--- src/tcs_cfg.svh ---
// offsets, field positions, reset values and timing counts of the supervisor
`ifndef TCS_CFG_SVH
`define TCS_CFG_SVH
`define A_CTRL     8'h00
`define A_SENSOR   8'h04
`define A_ODCTRL   8'h08
`define A_ODTIME0  8'h0C
`define A_ODTIME1  8'h10
`define A_PORT     8'h14
`define A_SETPT    8'h18
`define A_ALARM    8'h1C
`define A_LIMIT    8'h20
`define A_PLIMIT   8'h24
`define A_TEMP12   8'h28
`define A_TEMP34   8'h2C
`define A_ANALOG   8'h30
`define A_PRESS    8'h34
`define A_AMP      8'h38
`define A_STATUS   8'h3C
`define A_IRQSTAT  8'h40
`define A_IRQMASK  8'h44
`define F_LEDOFF   2
`define F_LCDBIG   3
`define F_PAGE_LO  4
`define F_GAUGE    8
`define F_GAUGE_EN 9
`define F_GAUGE_CH 10
`define F_FIRE0    4
`define F_FIRE1    5
`define PORT_RST   8'hFF
`define CLK_MHZ    40
`define TICK_US    100
`define TICK_CYC   (`CLK_MHZ * `TICK_US)
`define SEC_MS     1000
`define HB_HZ      1
`define ERR_BAND   16'h0064
`define AMP_MAX    16'h7EF4
`define OV_MV      16'h3C8C
`define OC_MA      16'h02BC
`define AIN_FS_MV  26'h0002EE0
`define GAUGE_G0   16'h0001
`define GAUGE_G1   16'h000A
`endif

--- src/tcs_pkg.sv ---
// types shared by the supervisor
package tcs_pkg;
  typedef enum logic [1:0] {
    OD_LOW   = 2'b00,
    OD_HIGH  = 2'b01,
    OD_PULSE = 2'b10,
    OD_RSV   = 2'b11
  } od_mode_type;
  typedef enum logic {
    GAUGE_A = 1'b0,
    GAUGE_B = 1'b1
  } gauge_type;
endpackage

--- src/temp_controller_supervisor.sv ---
// supervisor, protection and indicator logic of the temperature controller, AHB-Lite slave
// Function
// - ch1/2 16-bit, ch3/4 12-bit auxiliary
// - software sensor type per channel
// - two 12-bit analogue inputs reported in millivolts
// - gauge pressure by selected type, millibar
// - open-drain static levels or timed one-shot
// - quasi-bidirectional port, write one to read
// - servo LED flashes, steady within 1K
// - per-servo alarm above alarm temperature
// - pressure alarm above programmed limit
// - heartbeat LED toggles at 1Hz
// - one control bit kills all LEDs
// - 8x2/16x4 display, eight pages, button steps
// - supply above 15.5V disables both servos
// - amp temps checked each second, 325K
// - servo over 700mA off within 250ms
// - programmable limit temperature disables servo
// - amp temperatures readable with servos off
//
// The placing of the registers and the AHB-Lite slave port were chosen for this implementation.
`timescale 1ns/1ps
`include "tcs_cfg.svh"
module temp_controller_supervisor #(
  parameter int SEC_TICKS = `SEC_MS * 1000 / `TICK_US,
  parameter int HB_TICKS  = `SEC_MS * 1000 / `TICK_US / (2 * `HB_HZ)
) (
  input  wire logic        hclk,
  input  wire logic        hresetn,
  input  wire logic        hsel,
  input  wire logic [31:0] haddr,
  input  wire logic [1:0]  htrans,
  input  wire logic        hwrite,
  input  wire logic [2:0]  hsize,
  input  wire logic [31:0] hwdata,
  input  wire logic        hready,
  output logic      [31:0] hrdata,
  output logic             hreadyout,
  output logic             hresp,
  input  wire logic [15:0] temp1,
  input  wire logic [15:0] temp2,
  input  wire logic [11:0] temp3,
  input  wire logic [11:0] temp4,
  input  wire logic [11:0] ain1,
  input  wire logic [11:0] ain2,
  input  wire logic [15:0] amp_temp1,
  input  wire logic [15:0] amp_temp2,
  input  wire logic [15:0] servo_ma1,
  input  wire logic [15:0] servo_ma2,
  input  wire logic [15:0] supply_mv,
  input  wire logic        button_n,
  input  wire logic [7:0]  port_in,
  output logic      [7:0]  port_out,
  output logic      [7:0]  port_oe_n,
  output logic      [1:0]  od_out,
  output logic      [1:0]  od_oe_n,
  output logic      [3:0]  sensor_type,
  output logic      [1:0]  servo_en,
  output logic      [1:0]  led_servo,
  output logic      [1:0]  led_alarm,
  output logic             led_press,
  output logic             led_heart,
  output logic             lcd_large,
  output logic      [2:0]  lcd_page,
  output logic             irq
);
  localparam logic [11:0] TICK_LAST = 12'(`TICK_CYC - 1);
  function automatic logic [15:0] to_mv(input logic [11:0] code);
    logic [25:0] p;
    p = 26'(code) * `AIN_FS_MV;
    return {2'b00, p[25:12]};
  endfunction
  function automatic logic [15:0] absdiff(input logic [15:0] a, input logic [15:0] b);
    return (a > b) ? a - b : b - a;
  endfunction
  // bus slave: writes land in the data phase, reads take one wait state
  logic        wr_ph_r;
  logic        rd_ph_r;
  logic [7:0]  addr_r;
  logic [31:0] rd_mux;
  logic [31:0] hrdata_r;
  wire         take = hsel & hready & htrans[1];

  always_ff @(posedge hclk or negedge hresetn) begin
    if (!hresetn) begin
      wr_ph_r  <= 1'b0;
      rd_ph_r  <= 1'b0;
      addr_r   <= 8'h00;
      hrdata_r <= 32'h00000000;
    end else begin
      wr_ph_r <= take & hwrite;
      rd_ph_r <= take & ~hwrite;
      if (take)
        addr_r <= {haddr[7:2], 2'b00};
      if (rd_ph_r)
        hrdata_r <= rd_mux;
    end
  end
  assign hreadyout = ~rd_ph_r;
  assign hresp     = 1'b0;
  assign hrdata    = hrdata_r;
  function automatic logic wr_at(input logic [7:0] a, input logic ph, input logic [7:0] ad);
    return ph && (ad == a);
  endfunction
  wire wr_ctrl = wr_at(`A_CTRL, wr_ph_r, addr_r);
  wire wr_od   = wr_at(`A_ODCTRL, wr_ph_r, addr_r);
  // pins from outside the clock domain
  logic [8:0] pin_s1_r;
  logic [8:0] pin_s2_r;
  logic       btn_d_r;
  always_ff @(posedge hclk or negedge hresetn) begin
    if (!hresetn) begin
      pin_s1_r <= 9'h1FF;
      pin_s2_r <= 9'h1FF;
      btn_d_r  <= 1'b1;
    end else begin
      pin_s1_r <= {button_n, port_in};
      pin_s2_r <= pin_s1_r;
      btn_d_r  <= pin_s2_r[8];
    end
  end
  wire btn_press = btn_d_r & ~pin_s2_r[8];
  // 100us tick, one-second tick and heartbeat
  logic [11:0] pre_r;
  logic [15:0] sec_r;
  logic [15:0] hb_r;
  logic        hb_lvl_r;
  wire tick     = (pre_r == TICK_LAST);
  wire sec_tick = tick && (sec_r == 16'(SEC_TICKS - 1));
  always_ff @(posedge hclk or negedge hresetn) begin
    if (!hresetn) begin
      pre_r    <= 12'h000;
      sec_r    <= 16'h0000;
      hb_r     <= 16'h0000;
      hb_lvl_r <= 1'b0;
    end else begin
      pre_r <= tick ? 12'h000 : pre_r + 12'h001;
      if (tick) begin
        sec_r <= sec_tick ? 16'h0000 : sec_r + 16'h0001;
        hb_r  <= (hb_r == 16'(HB_TICKS - 1)) ? 16'h0000 : hb_r + 16'h0001;
        if (hb_r == 16'(HB_TICKS - 1))
          hb_lvl_r <= ~hb_lvl_r;
      end
    end
  end
  // control, setpoints and limits
  logic [10:0] ctrl_r;
  logic [3:0]  sensor_r;
  logic [31:0] setpt_r;
  logic [31:0] alarm_r;
  logic [31:0] limit_r;
  logic [31:0] plimit_r;
  logic [7:0]  port_r;
  logic [6:0]  imask_r;
  always_ff @(posedge hclk or negedge hresetn) begin
    if (!hresetn) begin
      ctrl_r   <= 11'h000;
      sensor_r <= 4'h0;
      setpt_r  <= 32'h00000000;
      alarm_r  <= 32'hFFFFFFFF;
      limit_r  <= 32'hFFFFFFFF;
      plimit_r <= 32'hFFFFFFFF;
      port_r   <= `PORT_RST;
      imask_r  <= 7'h00;
    end else begin
      if (wr_ctrl)
        ctrl_r <= hwdata[10:0];
      else if (btn_press)
        ctrl_r[`F_PAGE_LO +: 3] <= ctrl_r[`F_PAGE_LO +: 3] + 3'h1;
      if (wr_at(`A_SENSOR, wr_ph_r, addr_r))
        sensor_r <= hwdata[3:0];
      if (wr_at(`A_SETPT, wr_ph_r, addr_r))
        setpt_r <= hwdata;
      if (wr_at(`A_ALARM, wr_ph_r, addr_r))
        alarm_r <= hwdata;
      if (wr_at(`A_LIMIT, wr_ph_r, addr_r))
        limit_r <= hwdata;
      if (wr_at(`A_PLIMIT, wr_ph_r, addr_r))
        plimit_r <= hwdata;
      if (wr_at(`A_PORT, wr_ph_r, addr_r))
        port_r <= hwdata[7:0];
      if (wr_at(`A_IRQMASK, wr_ph_r, addr_r))
        imask_r <= hwdata[6:0];
    end
  end
  assign sensor_type = sensor_r;
  assign port_out    = 8'h00;
  assign port_oe_n   = port_r;
  assign lcd_large   = ctrl_r[`F_LCDBIG];
  assign lcd_page    = ctrl_r[`F_PAGE_LO +: 3];
  // measurements; aux channels scaled up to the main channels' units
  wire [15:0] t3w  = {temp3, 4'h0};
  wire [15:0] t4w  = {temp4, 4'h0};
  wire [15:0] mv1  = to_mv(ain1);
  wire [15:0] mv2  = to_mv(ain2);
  wire [15:0] gmv  = ctrl_r[`F_GAUGE_CH] ? mv2 : mv1;
  wire [15:0] gain = (tcs_pkg::gauge_type'(ctrl_r[`F_GAUGE]) == tcs_pkg::GAUGE_B) ? `GAUGE_G1 : `GAUGE_G0;
  logic [31:0] press_r;
  always_ff @(posedge hclk or negedge hresetn) begin
    if (!hresetn)
      press_r <= 32'h00000000;
    else
      press_r <= ctrl_r[`F_GAUGE_EN] ? gmv * gain : 32'h00000000;
  end
  // protection: {lim1, lim0, oc1, oc0, amp, ov}
  logic [5:0] fault_r;
  wire  [5:0] trip;
  assign trip[0] = supply_mv > `OV_MV;
  assign trip[1] = sec_tick && (amp_temp1 > `AMP_MAX || amp_temp2 > `AMP_MAX);
  // sampled each 100us tick, well inside the allowed reaction time
  assign trip[2] = tick && servo_ma1 > `OC_MA;
  assign trip[3] = tick && servo_ma2 > `OC_MA;
  assign trip[4] = temp1 > limit_r[15:0];
  assign trip[5] = temp2 > limit_r[31:16];
  wire [5:0] fclr = wr_ctrl ? {hwdata[1], hwdata[0], hwdata[1], hwdata[0], |hwdata[1:0], |hwdata[1:0]} : 6'h00;
  always_ff @(posedge hclk or negedge hresetn) begin
    if (!hresetn)
      fault_r <= 6'h00;
    else
      fault_r <= trip | (fault_r & ~fclr);
  end
  wire [1:0] off = {fault_r[5] | fault_r[3], fault_r[4] | fault_r[2]} | {2{|fault_r[1:0]}};
  assign servo_en = ctrl_r[1:0] & ~off;
  // open-drain outputs
  logic [3:0]  odctrl_r;
  logic [15:0] od_time_r [2];
  logic [15:0] od_cnt_r  [2];
  logic [1:0]  od_drv;
  always_ff @(posedge hclk or negedge hresetn) begin
    if (!hresetn) begin
      odctrl_r <= 4'h1 | 4'h4;
      for (int i = 0; i < 2; i++) begin
        od_time_r[i] <= 16'h0000;
        od_cnt_r[i]  <= 16'h0000;
      end
    end else begin
      if (wr_od)
        odctrl_r <= hwdata[3:0];
      if (wr_at(`A_ODTIME0, wr_ph_r, addr_r))
        od_time_r[0] <= hwdata[15:0];
      if (wr_at(`A_ODTIME1, wr_ph_r, addr_r))
        od_time_r[1] <= hwdata[15:0];
      for (int i = 0; i < 2; i++) begin
        if (wr_od && hwdata[`F_FIRE0 + i])
          od_cnt_r[i] <= od_time_r[i];
        else if (tick && od_cnt_r[i] != 16'h0000)
          od_cnt_r[i] <= od_cnt_r[i] - 16'h0001;
      end
    end
  end
  always_comb begin
    for (int i = 0; i < 2; i++) begin
      case (tcs_pkg::od_mode_type'(odctrl_r[2*i +: 2]))
        tcs_pkg::OD_LOW:   od_drv[i] = 1'b1;
        tcs_pkg::OD_HIGH:  od_drv[i] = 1'b0;
        tcs_pkg::OD_PULSE: od_drv[i] = od_cnt_r[i] != 16'h0000;
        default:           od_drv[i] = 1'b0;
      endcase
    end
  end
  assign od_out  = 2'b00;
  assign od_oe_n = ~od_drv;
  // indicators
  logic [6:0] led_r;
  wire  [1:0] settled = {absdiff(temp2, setpt_r[31:16]) < `ERR_BAND, absdiff(temp1, setpt_r[15:0]) < `ERR_BAND};
  always_ff @(posedge hclk or negedge hresetn) begin
    if (!hresetn)
      led_r <= 7'h00;
    else if (ctrl_r[`F_LEDOFF])
      led_r <= 7'h00;
    else begin
      for (int i = 0; i < 2; i++)
        led_r[i] <= servo_en[i] & (settled[i] | hb_lvl_r);
      led_r[2] <= temp1 > alarm_r[15:0];
      led_r[3] <= temp2 > alarm_r[31:16];
      led_r[4] <= ctrl_r[`F_GAUGE_EN] && press_r > plimit_r;
      led_r[5] <= hb_lvl_r;
      led_r[6] <= 1'b0;
    end
  end
  assign led_servo = led_r[1:0];
  assign led_alarm = led_r[3:2];
  assign led_press = led_r[4];
  assign led_heart = led_r[5];
  // interrupts: set wins over a write-one clear
  logic [6:0] istat_r;
  wire  [6:0] iset = {btn_press, trip};
  always_ff @(posedge hclk or negedge hresetn) begin
    if (!hresetn)
      istat_r <= 7'h00;
    else if (wr_at(`A_IRQSTAT, wr_ph_r, addr_r))
      istat_r <= iset | (istat_r & ~hwdata[6:0]);
    else
      istat_r <= iset | istat_r;
  end
  assign irq = |(istat_r & imask_r);
  always_comb begin
    case (addr_r)
      `A_CTRL:    rd_mux = {21'h000000, ctrl_r};
      `A_SENSOR:  rd_mux = {28'h0000000, sensor_r};
      `A_ODCTRL:  rd_mux = {26'h0000000, od_drv, odctrl_r};
      `A_ODTIME0: rd_mux = {od_cnt_r[0], od_time_r[0]};
      `A_ODTIME1: rd_mux = {od_cnt_r[1], od_time_r[1]};
      `A_PORT:    rd_mux = {24'h000000, pin_s2_r[7:0]};
      `A_SETPT:   rd_mux = setpt_r;
      `A_ALARM:   rd_mux = alarm_r;
      `A_LIMIT:   rd_mux = limit_r;
      `A_PLIMIT:  rd_mux = plimit_r;
      `A_TEMP12:  rd_mux = {temp2, temp1};
      `A_TEMP34:  rd_mux = {t4w, t3w};
      `A_ANALOG:  rd_mux = {mv2, mv1};
      `A_PRESS:   rd_mux = press_r;
      `A_AMP:     rd_mux = {amp_temp2, amp_temp1};
      `A_STATUS:  rd_mux = {17'h00000, servo_en, led_r, fault_r};
      `A_IRQSTAT: rd_mux = {25'h0000000, istat_r};
      `A_IRQMASK: rd_mux = {25'h0000000, imask_r};
      default:    rd_mux = 32'h00000000;
    endcase
  end
endmodule

--- config.mk ---
export PLATFORM = sky130hd
export DESIGN_NAME = temp_controller_supervisor
export DESIGN_NICKNAME = d
export VERILOG_FILES = /design/src/tcs_pkg.sv /design/src/temp_controller_supervisor.sv
export VERILOG_INCLUDE_DIRS = /design/src /design/src/src
export SDC_FILE = /design/constraint.sdc
export NUM_CORES = 1
export LEC_CHECK = 0
export BUFFER_PORTS_ARGS = -buffer_cell sky130_fd_sc_hd__clkbuf_2
export CAP_MARGIN = 20
export CELL_PAD_IN_SITES_DETAIL_PLACEMENT = 1
export CELL_PAD_IN_SITES_GLOBAL_PLACEMENT = 1
export CORE_MARGIN = 1.5
export CORE_UTILIZATION = 42
export CTS_CLUSTER_DIAMETER = 50
export DETAILED_ROUTE_END_ITERATION = 8
export PLACE_DENSITY_LB_ADDON = 0.12
export SYNTH_ARGS = -nofsm -noshare
export SYNTH_HDL_FRONTEND = slang
export SYNTH_SLANG_ARGS = --single-unit
--- constraint.sdc ---
create_clock -name hclk -period 4.1 [get_ports hclk]
set_input_delay 0.41 -clock hclk [delete_from_list [all_inputs] [get_ports hclk]]
set_output_delay 0.41 -clock hclk [all_outputs]
set_load 0.05 [all_outputs]
Word level (Yosys, flattened, before mapping)

Index checks and enable logic that the tools add are counted.

Bits in registers: 368
Bits of input ports: 243
Output and inout port bits: 71
Word-level logic and storage cells: 159

Add/sub/neg operators: 10
Multipliers: 3
Magnitude comparators: 14
Equality and inequality tests: 22
Mux-type cells: 20
Bitwise logic cells: 27
Reductions and logical operators: 34

Operator list:

| kind                                                            | count |
|---|---|
| one-hot mux 32 bit (18 select lines)                            | 1 |
| 2-to-1 mux 16 bit                                               | 8 |
| greater-than comparator 16 bit                                  | 6 |
| subtractor 16 bit                                               | 4 |
| equality test 6 x 4 -> 1 bit, second input constant             | 8 |
| multiplier 12 x 9 -> 21 bit, second input constant              | 2 |
| adder 16 x 1 -> 16 bit, second input constant                   | 2 |
| greater-than comparator 16 x 10 -> 1 bit, second input constant | 2 |
| greater-than comparator 16 x 15 -> 1 bit, second input constant | 2 |
| greater-than comparator 18 x 32 -> 1 bit                        | 1 |
| less-than comparator 16 x 7 -> 1 bit, second input constant     | 2 |
| nonzero test 16 bit                                             | 2 |
| subtractor 16 x 1 -> 16 bit, second input constant              | 2 |
| equality test 6 x 3 -> 1 bit, second input constant             | 4 |
| logical AND 1 bit                                               | 21 |
| multiplier 14 x 4 -> 18 bit                                     | 1 |
| 2-to-1 mux 18 bit                                               | 1 |
| equality test 16 x 13 -> 1 bit, second input constant           | 1 |
| equality test 16 x 14 -> 1 bit, second input constant           | 1 |
| greater-than comparator 16 x 14 -> 1 bit, second input constant | 1 |
| bitwise AND 7 bit                                               | 2 |
| 2-to-1 mux 14 bit                                               | 1 |
| bitwise OR 7 bit                                                | 2 |
| adder 12 x 1 -> 12 bit, second input constant                   | 1 |
| 29 further kinds                                                | 52 |

Depth between registers and ports, before layout

Gate-level depths: netlist of the first run.

Depth in word-level cells: 6
Depth in mapped cells: 33
Mapped depth without buffers: 33

Worst setup path after synthesis of the first run

No wires, ideal clock.

Kind: input-to-reg
From: input port ain2[6]
To: register press_r[16]
Setup time: 128 ps
Arrival time: 6,628 ps
Data required time: 3,972 ps
Slack: -2,656 ps
Cell stages on the path: 29
Buffers on the path: 0
Cells stage by stage: fa_1 > inv_1 > fa_1 > inv_1 > fa_1 > inv_1 > fa_1 > inv_1 > ha_1 > nor3_1 > nor2_1 > a31o_2 > a21o_1 > a21o_1 > xnor2_1 > mux2i_1 > and2_1 > ha_1 > inv_1 > fa_1 > inv_1 > ha_1 > o21ai_0 > nand2b_1 > a21o_1 > a41o_1 > o41ai_1 > o21ai_0 > mux2i_1

Longest elaborated chain between the ends: 4

Ends and longest elaborated chain:

| item                                         | line                              | RTL |
|---|---|---|
| from (decl)                                  | temp_controller_supervisor.sv:45  | `input wire logic [11:0] ain2,` |
| multiplier 12 x 9 -> 21 bit (no source line) | -                                 |  |
| 2-to-1 mux 14 bit                            | temp_controller_supervisor.sv:196 | `` wire [15:0] gmv = ctrl_r[`F_GAUGE_CH] ? mv2 : mv1; `` |
| multiplier 14 x 4 -> 18 bit                  | temp_controller_supervisor.sv:203 | `` press_r <= ctrl_r[`F_GAUGE_EN] ? gmv * gain : 32'h00000000; `` |
| 2-to-1 mux 18 bit                            | temp_controller_supervisor.sv:203 |  |
| to (signal assigned)                         | temp_controller_supervisor.sv:203 |  |
| to (decl)                                    | temp_controller_supervisor.sv:198 | `logic [31:0] press_r;` |

Every way passes these cells.
A chain may end at the register's enable or synchronous reset.

Worst setup path in the final report of the first run

Ends and elaborated chain as after synthesis.

==> qor.yml, run 1 <==
sta:
  grt_setup_unrepaired: "true"
  finalCriticalPeriod_ps: 6376
  maxSlewViolCount: 0
  slew_headroom_pct: 29.12
  fin_setup_tns_ps: -30320
  worst_slack_ps: -2276
  finalHoldViolations: 0
  finClkSkew_ps: 37.70
  tightestPinTransition_ps: 1061
  fmax_mhz: 156.8
  finalSetupViolations: 23
  post-route-period-util_pct: 155.5
power_and_ir_drop:
  p_total_mw: 34.55
  p_leak_nw: 17.15
  ir_drop_mv: 1.273
  power_density_nw_per_um2: 963.0
grt:
  antenna_found_initial: 6
  grt_max_degree: 92
  gr-total-overflow: 0
  gr-usage-all-layers_pct: 31.82
  first_global_vias: 27058
  grt_pass1_wl_um: 167100
clock_network:
  clk_pin_slew_ps: 60
  root_buffer: "clkbuf_16"
  h-tree-depth: 2
  cts_made_buffers: 52
  clock_sinks: 367
  clk_latency_ps: 640
  clk_path_buf_depth: 3
  cts_tree: "built"
finish:
  finalNetCount: 4090
  fillers: 7488
  mostFrequentLayoutCell: "inv_1"
  drive_gt1_share_pct: 34.12
  fin_util_pct: 53.52
  final_cells: 4374
  final_cell_mix: "inv_1, ha_1, clkbuf_2, buf_4, dfrtp_1"
  area_growth_pct: 26.57
logic_synthesis:
  syn_inst: 2925
  avgSynthCellArea_sq_um: 9.691
  ys_warn_count: 0
  ys.flop_type: "dfrtp_1"
  synth.cell_area_sq_um: 28350
  synthTopCellsByArea: "dfrtp_1, ha_1, dfstp_2"
  synth_cell_types: 106
  synth_edf_count: 0
  yosysTopAreaCell: "dfrtp_1"
  ys_seq_area_share_pct: 32.95
  synth_seq_cells: 367
  yosysTopAreaCellShare_pct: 21.36
  async_flop_share_pct: 100.0
place:
  dp_hpwl_um: 85500
  globalplace.congestion: 0.9481
  portBuffers: 272
  dp_cells: 4206
  pre_cts_ws_ps: -3019
worst_setup_path:
  path_delay_family: "adder cells"
  slowest_delay_ps: 560
  crit_path_frequent_cell: "fa_1"
  cp.buffers_inverters: 9
  r2r_cells: 16
  worstSetupEndpoint: "press_r[16]"
  worstPathArrival_ps: 6870
  regToRegStartpoint: "ctrl_r[10]"
  startpoint: "ain2[6]"
  path_max_fanout: 3
  regToRegSetupSlack_ps: 110
  cp.required_ps: 4590
  rr_endpoint: "press_r[15]"
  cp-end-kind: "register"
  crit_cells: 32
  cp_slowest_cell: "fa_1"
  start_kind: "input port"
  crit_type: "input port to register"
route:
  route.vias.total: 25129
  drc_errors: 0
  final_antenna_net_count: 0
  drt_first_pass_iters: 6
  routed_wl_um: 111700
  wl_per_cell_um: 25.53
  initialDrtViolationCount: 1732
  viasPerCell: 5.745
die:
  initial_core_util_pct: 42.28
  die-area_sq_um: 69060
  die_x_um: 262.8
  pin_count: 314
  core_sq_um: 67040
  die_h_um: 262.8
  row_count: 95
job:
  drv_cap: 0
outcome:
  violations: "negative setup slack"
  status: "finished, violations left"
worst_hold_path:
  hp-class: "input port to register"
sequential cells by signal, indices dropped and copies added (netlist names), 8 cells and up:
signal     count
alarm_r       32
ctrl_r        11
hb_r          16
hrdata        32
limit_r       32
od_cnt_r      32
od_time_r     32
pin_s1_r       9
pin_s2_r       9
plimit_r      32
port_oe_n      8
pre_r         12
press_r       18
sec_r         16
setpt_r       32
repair_timing:
item | in CTS | in global routing
pin swaps | 84 | 66
endpoints found under the setup margin | 25 | 29
setup buffers | 30 | 33
endpoints found under the hold margin | 63 | 0
hold buffers | 13 | 0
gates resized for setup | 128 | 96
cloned | 0 | 0
cells in the mapped netlist, drive strengths merged, types with 45 or more instances:
| library cell | instances |
|---|---|
| inv | 444 |
| ha | 287 |
| dfrtp | 242 |
| nor2 | 237 |
| mux2 | 200 |
| nand2 | 169 |
| a21oi | 140 |
| dfstp | 125 |
| fa | 105 |
| o21ai | 68 |
| clkbuf | 65 |
| nand3 | 61 |
| xnor2 | 58 |
| a221oi | 49 |
| nand4 | 49 |
| xor2 | 48 |
| a22oi | 45 |
| nor3 | 45 |
per-layer routing:
metal | share of wire, % | global-route usage [%]
met2 | 47 | 52.74
met5 | 0.037 | 0
met4 | 4.3 | 11.93
met3 | 6.6 | 5.472
met1 | 42 | 41.57
report_power, final:
group	switching [mW]	internal, mW	total, mW
combinational	12.5	12.9	25.4
sequential	0.401	4.03	4.43
clock	1.89	2.84	4.73
total	14.8	19.8	34.5
through the flow:
step / hold slack, ps / instance area (sq um)
finish: 22.90 / 35880
global route: 21.82 / 35870
CTS: 0.7226 / 35190
detailed placement: 347.2 / 32420
global placement: 346.2 / 32420
floorplan: 114.4 / 28670
layout make-up:
type / instances / area (sq um) / area share (%)
Tap cell: 873 / 1092 / 3.045
Clock inverter: 27 / 341.6 / 0.9521
Clock buffer: 71 / 1485 / 4.140
Antenna cell: 2 / 5.005 / 0.01395
Timing Repair Buffer: 572 / 4020 / 11.21
Sequential cell: 367 / 9344 / 26.04
Inverter: 445 / 1673 / 4.663
Multi-Input combinational cell: 2017 / 17920 / 49.94
logic make-up after synthesis:
family | Yosys count | synth area share (%)
multiplexers | 242 | 9.896
other | 2 | 0.02649
AO/OA/AOI/OAI | 550 | 13.71
AND/OR/NAND/NOR | 713 | 12.32
flip-flops | 367 | 32.95
buffers and inverters | 553 | 7.733
adder cells (fa/ha/maj) | 392 | 20.08
XOR/XNOR | 106 | 3.275
how the worst min path moves through the flow:
| stage | cells past startpoint | slack (ps) | end | start |
|---|---|---|---|---|
| 6_report | 2 | 20 | addr_r[7] | haddr[7] |
| 5_1_grt | 2 | 20 | addr_r[2] | haddr[2] |
| 3_3_place_gp | 0 | 350 | pin_s2_r[4] | pin_s1_r[4] |
| 3_5_place_dp | 0 | 350 | pin_s2_r[8] | pin_s1_r[8] |
| 4_1_cts | 2 | 0.7 | addr_r[7] | haddr[7] |
| 2_1_floorplan | 0 | 110 | addr_r[2] | hresetn |
(Power assumes the default switching activity.)
==> run 2: changes to the inputs <==
--- a/config.mk
+++ b/config.mk
@@ -10,7 +10,7 @@
 export CAP_MARGIN = 20
 export CELL_PAD_IN_SITES_DETAIL_PLACEMENT = 1
 export CELL_PAD_IN_SITES_GLOBAL_PLACEMENT = 1
-export CORE_MARGIN = 1.5
+export CORE_MARGIN = 2
 export CORE_UTILIZATION = 42
 export CTS_CLUSTER_DIAMETER = 50
 export DETAILED_ROUTE_END_ITERATION = 8
==> run 2 against run 1 <==
Effect of this change:
- the run still ends with negative setup slack left
- global-route usage shrank 0.15 points
- combinational power shrank 6%
- critical path depth shrank 1
- cell count shrank 0.59%
- register-to-register slack gained 100 ps
- first-iteration DRC count grew 1.8%
- worst hold slack gained 0.59 ps
- count of clock-buffer cells in the layout shrank 5
- total power shrank 4.4%
- core utilization shrank 0.44 points
- non-clock buffer count shrank 25
==> qor.yml, run 2 (synthesized netlist as in run 1, its figures left out) <==
worst_setup_path:
  worstSetupEndpoint: "press_r[15]"  # was press_r[16]
  cp.required_ps: 4590  # about the same
  path_max_fanout: 5  # was 3
  slowest_delay_ps: 560  # about the same
  cp.buffers_inverters: 7  # was 9
  regToRegSetupSlack_ps: 210  # was 110 ps
  start_kind: "input port"  # unchanged
  cp_slowest_cell: "fa_1"  # unchanged
  crit_cells: 31  # was 32
  r2r_cells: 16  # unchanged
  startpoint: "ain1[7]"  # was ain2[6]
  cp-end-kind: "register"  # unchanged
  path_delay_family: "adder cells"  # unchanged
  crit_type: "input port to register"  # unchanged
  regToRegStartpoint: "ctrl_r[10]"  # unchanged
  rr_endpoint: "press_r[14]"  # was press_r[15]
  worstPathArrival_ps: 6750  # was 6870 ps
route:
  viasPerCell: 5.737  # was 5.745
  routed_wl_um: 111000  # was 111700 um
  drc_errors: 0  # unchanged
  route.vias.total: 24946  # was 25129
  initialDrtViolationCount: 1763  # was 1732
  wl_per_cell_um: 25.54  # was 25.53 um
  drt_first_pass_iters: 5  # was 6
  final_antenna_net_count: 0  # unchanged
power_and_ir_drop:
  ir_drop_mv: 1.410  # was 1.273 mV
  power_density_nw_per_um2: 928.0  # was 963.0 nW/um^2
  p_leak_nw: 16.99  # was 17.15 nW
die:
  row_count: 95  # unchanged
  core_sq_um: 67040  # unchanged
  pin_count: 314  # unchanged
  initial_core_util_pct: 42.28  # unchanged
  die_h_um: 263.8  # was 262.8 um
  die-area_sq_um: 69590  # was 69060 sq um
  die_x_um: 263.8  # was 262.8 um
clock_network:
  h-tree-depth: 2  # unchanged
  cts_made_buffers: 53  # was 52
  cts_tree: "built"  # unchanged
  clk_path_buf_depth: 3  # unchanged
  clk_pin_slew_ps: 60  # about the same
  clk_latency_ps: 620  # was 640 ps
  root_buffer: "clkbuf_16"  # unchanged
  clock_sinks: 367  # unchanged
sta:
  post-route-period-util_pct: 152.7  # was 155.5%
  worst_slack_ps: -2162  # was -2276 ps
  slew_headroom_pct: 29.75  # was 29.12%
  finalCriticalPeriod_ps: 6262  # was 6376 ps
  tightestPinTransition_ps: 1046  # was 1061 ps
  finClkSkew_ps: 29.98  # was 37.70 ps
  grt_setup_unrepaired: "true"  # unchanged
  finalSetupViolations: 23  # unchanged
  maxSlewViolCount: 0  # unchanged
  finalHoldViolations: 0  # unchanged
  fmax_mhz: 159.7  # was 156.8 MHz
worst_hold_path:
  hp-class: "input port to register"  # unchanged
grt:
  first_global_vias: 27164  # was 27058
  gr-total-overflow: 0  # unchanged
  grt_pass1_wl_um: 167500  # was 167100 um
  antenna_found_initial: 4  # was 6
  gr-usage-all-layers_pct: 31.68  # was 31.82%
  grt_max_degree: 114  # was 92
place:
  dp_hpwl_um: 86170  # was 85500 um
  portBuffers: 272  # unchanged
  postPlaceCellArea_sq_um: 32440  # was 32420 sq um
  globalplace.congestion: 0.9274  # was 0.9481
job:
  drv_cap: 0  # unchanged
finish:
  mostFrequentLayoutCell: "inv_1"  # unchanged
  area_growth_pct: 25.52  # was 26.57%
  final_cell_mix: "inv_1, ha_1, clkbuf_2, buf_4, dfrtp_1"  # unchanged
  diodes: 0  # was 2
  drive_gt1_share_pct: 34.30  # was 34.12%
  fin_util_pct: 53.07  # was 53.52%
  finalNetCount: 4066  # was 4090
  final_area_sq_um: 35580  # was 35880 sq um
outcome:
  status: "finished, violations left"  # unchanged
  violations: "negative setup slack"  # unchanged
-- run 2: timing repair --
item                       4_1_cts  5_1_grt
gates resized for setup        135       90
hold buffers                    11        0
buffers inserted                45       17
pin swaps                       92       46
setup endpoints to repair       27       29
hold endpoints to repair        67        0
-- run 2: final cells by class --
class                           instances  area (sq um)
Clock buffer                           66          1488
Clock inverter                         33         375.4
Fill cell                            7538         31460
Inverter                              445          1675
Multi-Input combinational cell       2017         17900
Sequential cell                       367          9344
Tap cell                              873          1092
Timing Repair Buffer                  547          3704
-- run 2: routing by layer --
metal	vias to the layer above	track usage, %	wire length (um)
met5	-	0	0
met4	0	11.61	4531
met1	12719	40.59	45390
met3	216	5.509	7843
met2	873	53.67	53280
li1	11138	-	-
-- run 2: how the worst min path moves through the flow --
stage | cells past startpoint | start | to | slack, ps
3_5_place_dp | 0 | pin_s1_r[4] | pin_s2_r[4] | 350
6_report | 2 | haddr[7] | addr_r[7] | 20
3_3_place_gp | 0 | pin_s1_r[4] | pin_s2_r[4] | 350
5_1_grt | 2 | haddr[6] | addr_r[6] | 30
4_1_cts | 2 | haddr[3] | addr_r[3] | 8
2_1_floorplan | 0 | hresetn | addr_r[2] | 110
-- run 2: stage by stage --
step	total power [mW]	std cells	hold slack [ps]	setup WS (ps)	setup TNS (ps)
after detailed placement	22.48	4207	348.1	-2938	-51570
after floorplan	15.03	2937	114.4	-2218	-25730
after global placement	21.91	4207	346.4	-2782	-46780
after global routing	35.08	4348	29.07	-2365	-31630
after CTS	30.69	4338	7.885	-2043	-25850
final	33.02	4348	23.49	-2162	-27650
-- run 2: report_power, final --
| group | total, mW | switching, mW | internal [mW] | leakage [nW] |
|---|---|---|---|---|
| logic | 23.8 | 11.8 | 11.9 | 11.9 |
| clock network | 4.80 | 1.92 | 2.88 | 0.912 |
| registers | 4.44 | 0.404 | 4.03 | 4.19 |
| total | 33.0 | 14.2 | 18.9 | 17.0 |
==> run 3: changes to the inputs <==
--- a/config.mk
+++ b/config.mk
@@ -15,6 +15,7 @@
 export CTS_CLUSTER_DIAMETER = 50
 export DETAILED_ROUTE_END_ITERATION = 8
 export PLACE_DENSITY_LB_ADDON = 0.12
+export SKIP_LAST_GASP = 1
 export SYNTH_ARGS = -nofsm -noshare
 export SYNTH_HDL_FRONTEND = slang
 export SYNTH_SLANG_ARGS = --single-unit
==> run 3 against run 2 <==
Effect of this change:
- the run still ends with negative setup slack left
- design area hardly changed
- global-route usage about the same
- clock skew about the same
- core utilization about the same
- maximum frequency shrank 0.98%
- sequential cell count unchanged
- sequential share of layout area about the same
- largest power group unchanged
==> qor.yml, run 3 (synthesized netlist as in run 1, its figures left out) <==
worst_setup_path:
  regToRegSetupSlack_ps: 140  # was 210 ps
  worstPathArrival_ps: 6810  # was 6750 ps
  cp_slowest_cell: "fa_1"  # unchanged
  path_max_fanout: 5  # unchanged
  cp-end-kind: "register"  # unchanged
  cp.required_ps: 4590  # about the same
  crit_type: "input port to register"  # unchanged
  slowest_delay_ps: 560  # about the same
  start_kind: "input port"  # unchanged
route:
  drt_first_pass_iters: 5  # unchanged
  highest_layer: "met4"  # unchanged
  dr_wl_met2_um: 53950  # was 53280 um
  wl_per_cell_um: 25.69  # was 25.54 um
  viasPerCell: 5.732  # was 5.737
  initialDrtViolationCount: 1610  # was 1763
  routed_wl_um: 111700  # was 111000 um
  route.vias.total: 24923  # was 24946
  wl_met3_um: 7318  # was 7843 um
  drc_errors: 0  # unchanged
  final_antenna_net_count: 0  # unchanged
  met1_length_um: 46030  # was 45390 um
power_and_ir_drop:
  p_leak_nw: 16.98  # was 16.99 nW
  ir_drop_mv: 1.521  # was 1.410 mV
  pwr-share-comb_pct: 72.6  # was 72.0%
  clock_power_share_pct: 14.2  # was 14.5%
  p_switching_mw: 14.68  # was 14.16 mW
  seq_power_share_pct: 13.2  # was 13.4%
  sw_frac_of_total_pct: 43.51  # was 42.89%
  p_int_mw: 19.05  # was 18.86 mW
  power_density_nw_per_um2: 947.6  # was 928.0 nW/um^2
sta:
  finalCriticalPeriod_ps: 6324  # was 6262 ps
  holdWs_ps: 23.81  # was 23.49 ps
  tightestPinTransition_ps: 1079  # was 1046 ps
  worst_slack_ps: -2224  # was -2162 ps
  finClkSkew_ps: 29.69  # was 29.98 ps
  grt_setup_unrepaired: "true"  # unchanged
  finalSetupViolations: 23  # unchanged
  post-route-period-util_pct: 154.2  # was 152.7%
  slew_headroom_pct: 27.54  # was 29.75%
  finalHoldViolations: 0  # unchanged
  fmax_mhz: 158.1  # was 159.7 MHz
  maxSlewViolCount: 0  # unchanged
finish:
  fin_util_pct: 53.09  # was 53.07%
  area_growth_pct: 25.57  # was 25.52%
  final_area_sq_um: 35590  # was 35580 sq um
  final_cell_mix: "inv_1, ha_1, clkbuf_2, buf_4, dfrtp_1"  # unchanged
  finalNetCount: 4065  # was 4066
  drive_gt1_share_pct: 34.25  # was 34.30%
  final_cells: 4348  # unchanged
  mostFrequentLayoutCell: "inv_1"  # unchanged
outcome:
  violations: "negative setup slack"  # unchanged
  status: "finished, violations left"  # unchanged
place:
  dp_cells: 4207  # unchanged
  postPlaceCellArea_sq_um: 32440  # unchanged
  globalplace.congestion: 0.9274  # unchanged
  dp_hpwl_um: 86170  # unchanged
  pre_cts_ws_ps: -2938  # unchanged
  portBuffers: 272  # unchanged
grt:
  gr-usage-all-layers_pct: 31.69  # was 31.68%
  first_global_vias: 27142  # was 27164
  antenna_found_initial: 4  # unchanged
  gr-total-overflow: 0  # unchanged
  grt_pass1_wl_um: 167500  # about the same
  grt_max_degree: 114  # unchanged
die:
  die_h_um: 263.8  # unchanged
  initial_core_util_pct: 42.28  # unchanged
  die-area_sq_um: 69590  # unchanged
  pin_count: 314  # unchanged
  die_x_um: 263.8  # unchanged
  core_sq_um: 67040  # unchanged
  row_count: 95  # unchanged
clock_network:
  clk_latency_ps: 620  # about the same
  cts_tree: "built"  # unchanged
  clk_path_buf_depth: 3  # unchanged
  clock_sinks: 367  # unchanged
  root_buffer: "clkbuf_16"  # unchanged
  h-tree-depth: 2  # unchanged
  clk_pin_slew_ps: 60  # about the same
  cts_made_buffers: 53  # unchanged
job:
  drv_cap: 0  # unchanged
worst_hold_path:
  hp-class: "input port to register"  # unchanged
run 3: cell count changes in the layout (fill, tap and decap cells not counted), moves of 2 or more:
cell / change
buf_4: -2
xnor2_2: -3
nor3_2: +2
nor3_1: -2
xnor2_4: +2
run 3: layer usage:
layer,GRT usage (%),vias to the layer above
met1,40.63,12720
met2,53.58,854
met5,0,-
met4,11.79,0
li1,-,11130
met3,5.509,219
run 3: layout make-up:
class,instances,area [sq um]
antenna,1,2.502
clock buffer,66,1488
clock inverter,33,375.4
fill,7545,31450
inverter,445,1678
multi-input combinational,2017,17920
sequential,367,9344
tap,873,1092
timing repair buffer,546,3691
run 3: through the flow:
step / TNS [ps] / power [mW]
after floorplan: -25730 / 15.03
after global placement: -46780 / 21.91
after detailed placement: -51570 / 22.48
after CTS: -25890 / 30.57
after global routing: -32430 / 35.75
final: -28090 / 33.73
run 3: power by group through the flow:
stage               logic [mW]  registers (mW)  clock network [mW]
finish                    24.5            4.44                4.80
global route              26.3            4.46                5.01
detailed placement        18.0            4.48                   0
global placement          17.4            4.46                   0
floorplan                 10.4            4.61                   0
CTS                       21.3            4.42                4.86
run 3: critical path, delay by kind of cell:
family	cells	cell delay, ps
buffers and inverters	7	430
XOR/XNOR	2	350
AND/OR/NAND/NOR	5	710
AO/OA/AOI/OAI	9	1600
adder cells (fa/ha/maj)	8	3290
run 3: final timing paths:
check / start / end / cells after the start
max: ain1[7] / press_r[15] / 31
min in group asynchronous: hresetn / ctrl_r[4] / 2
min: haddr[7] / addr_r[7] / 2
max reg2reg: ctrl_r[10] / press_r[15] / 16
min reg2reg: pin_s1_r[4] / pin_s2_r[4] / 0
max in group asynchronous: hresetn / limit_r[11] / 3
run 3: repair_timing:
action                                  in CTS  in global routing
gates resized for setup                    132                 92
endpoints found under the hold margin       67                  0
hold buffers                                11                  0
pin swaps                                   92                 71
endpoints found under the setup margin      27                 29
buffers inserted                            45                 15
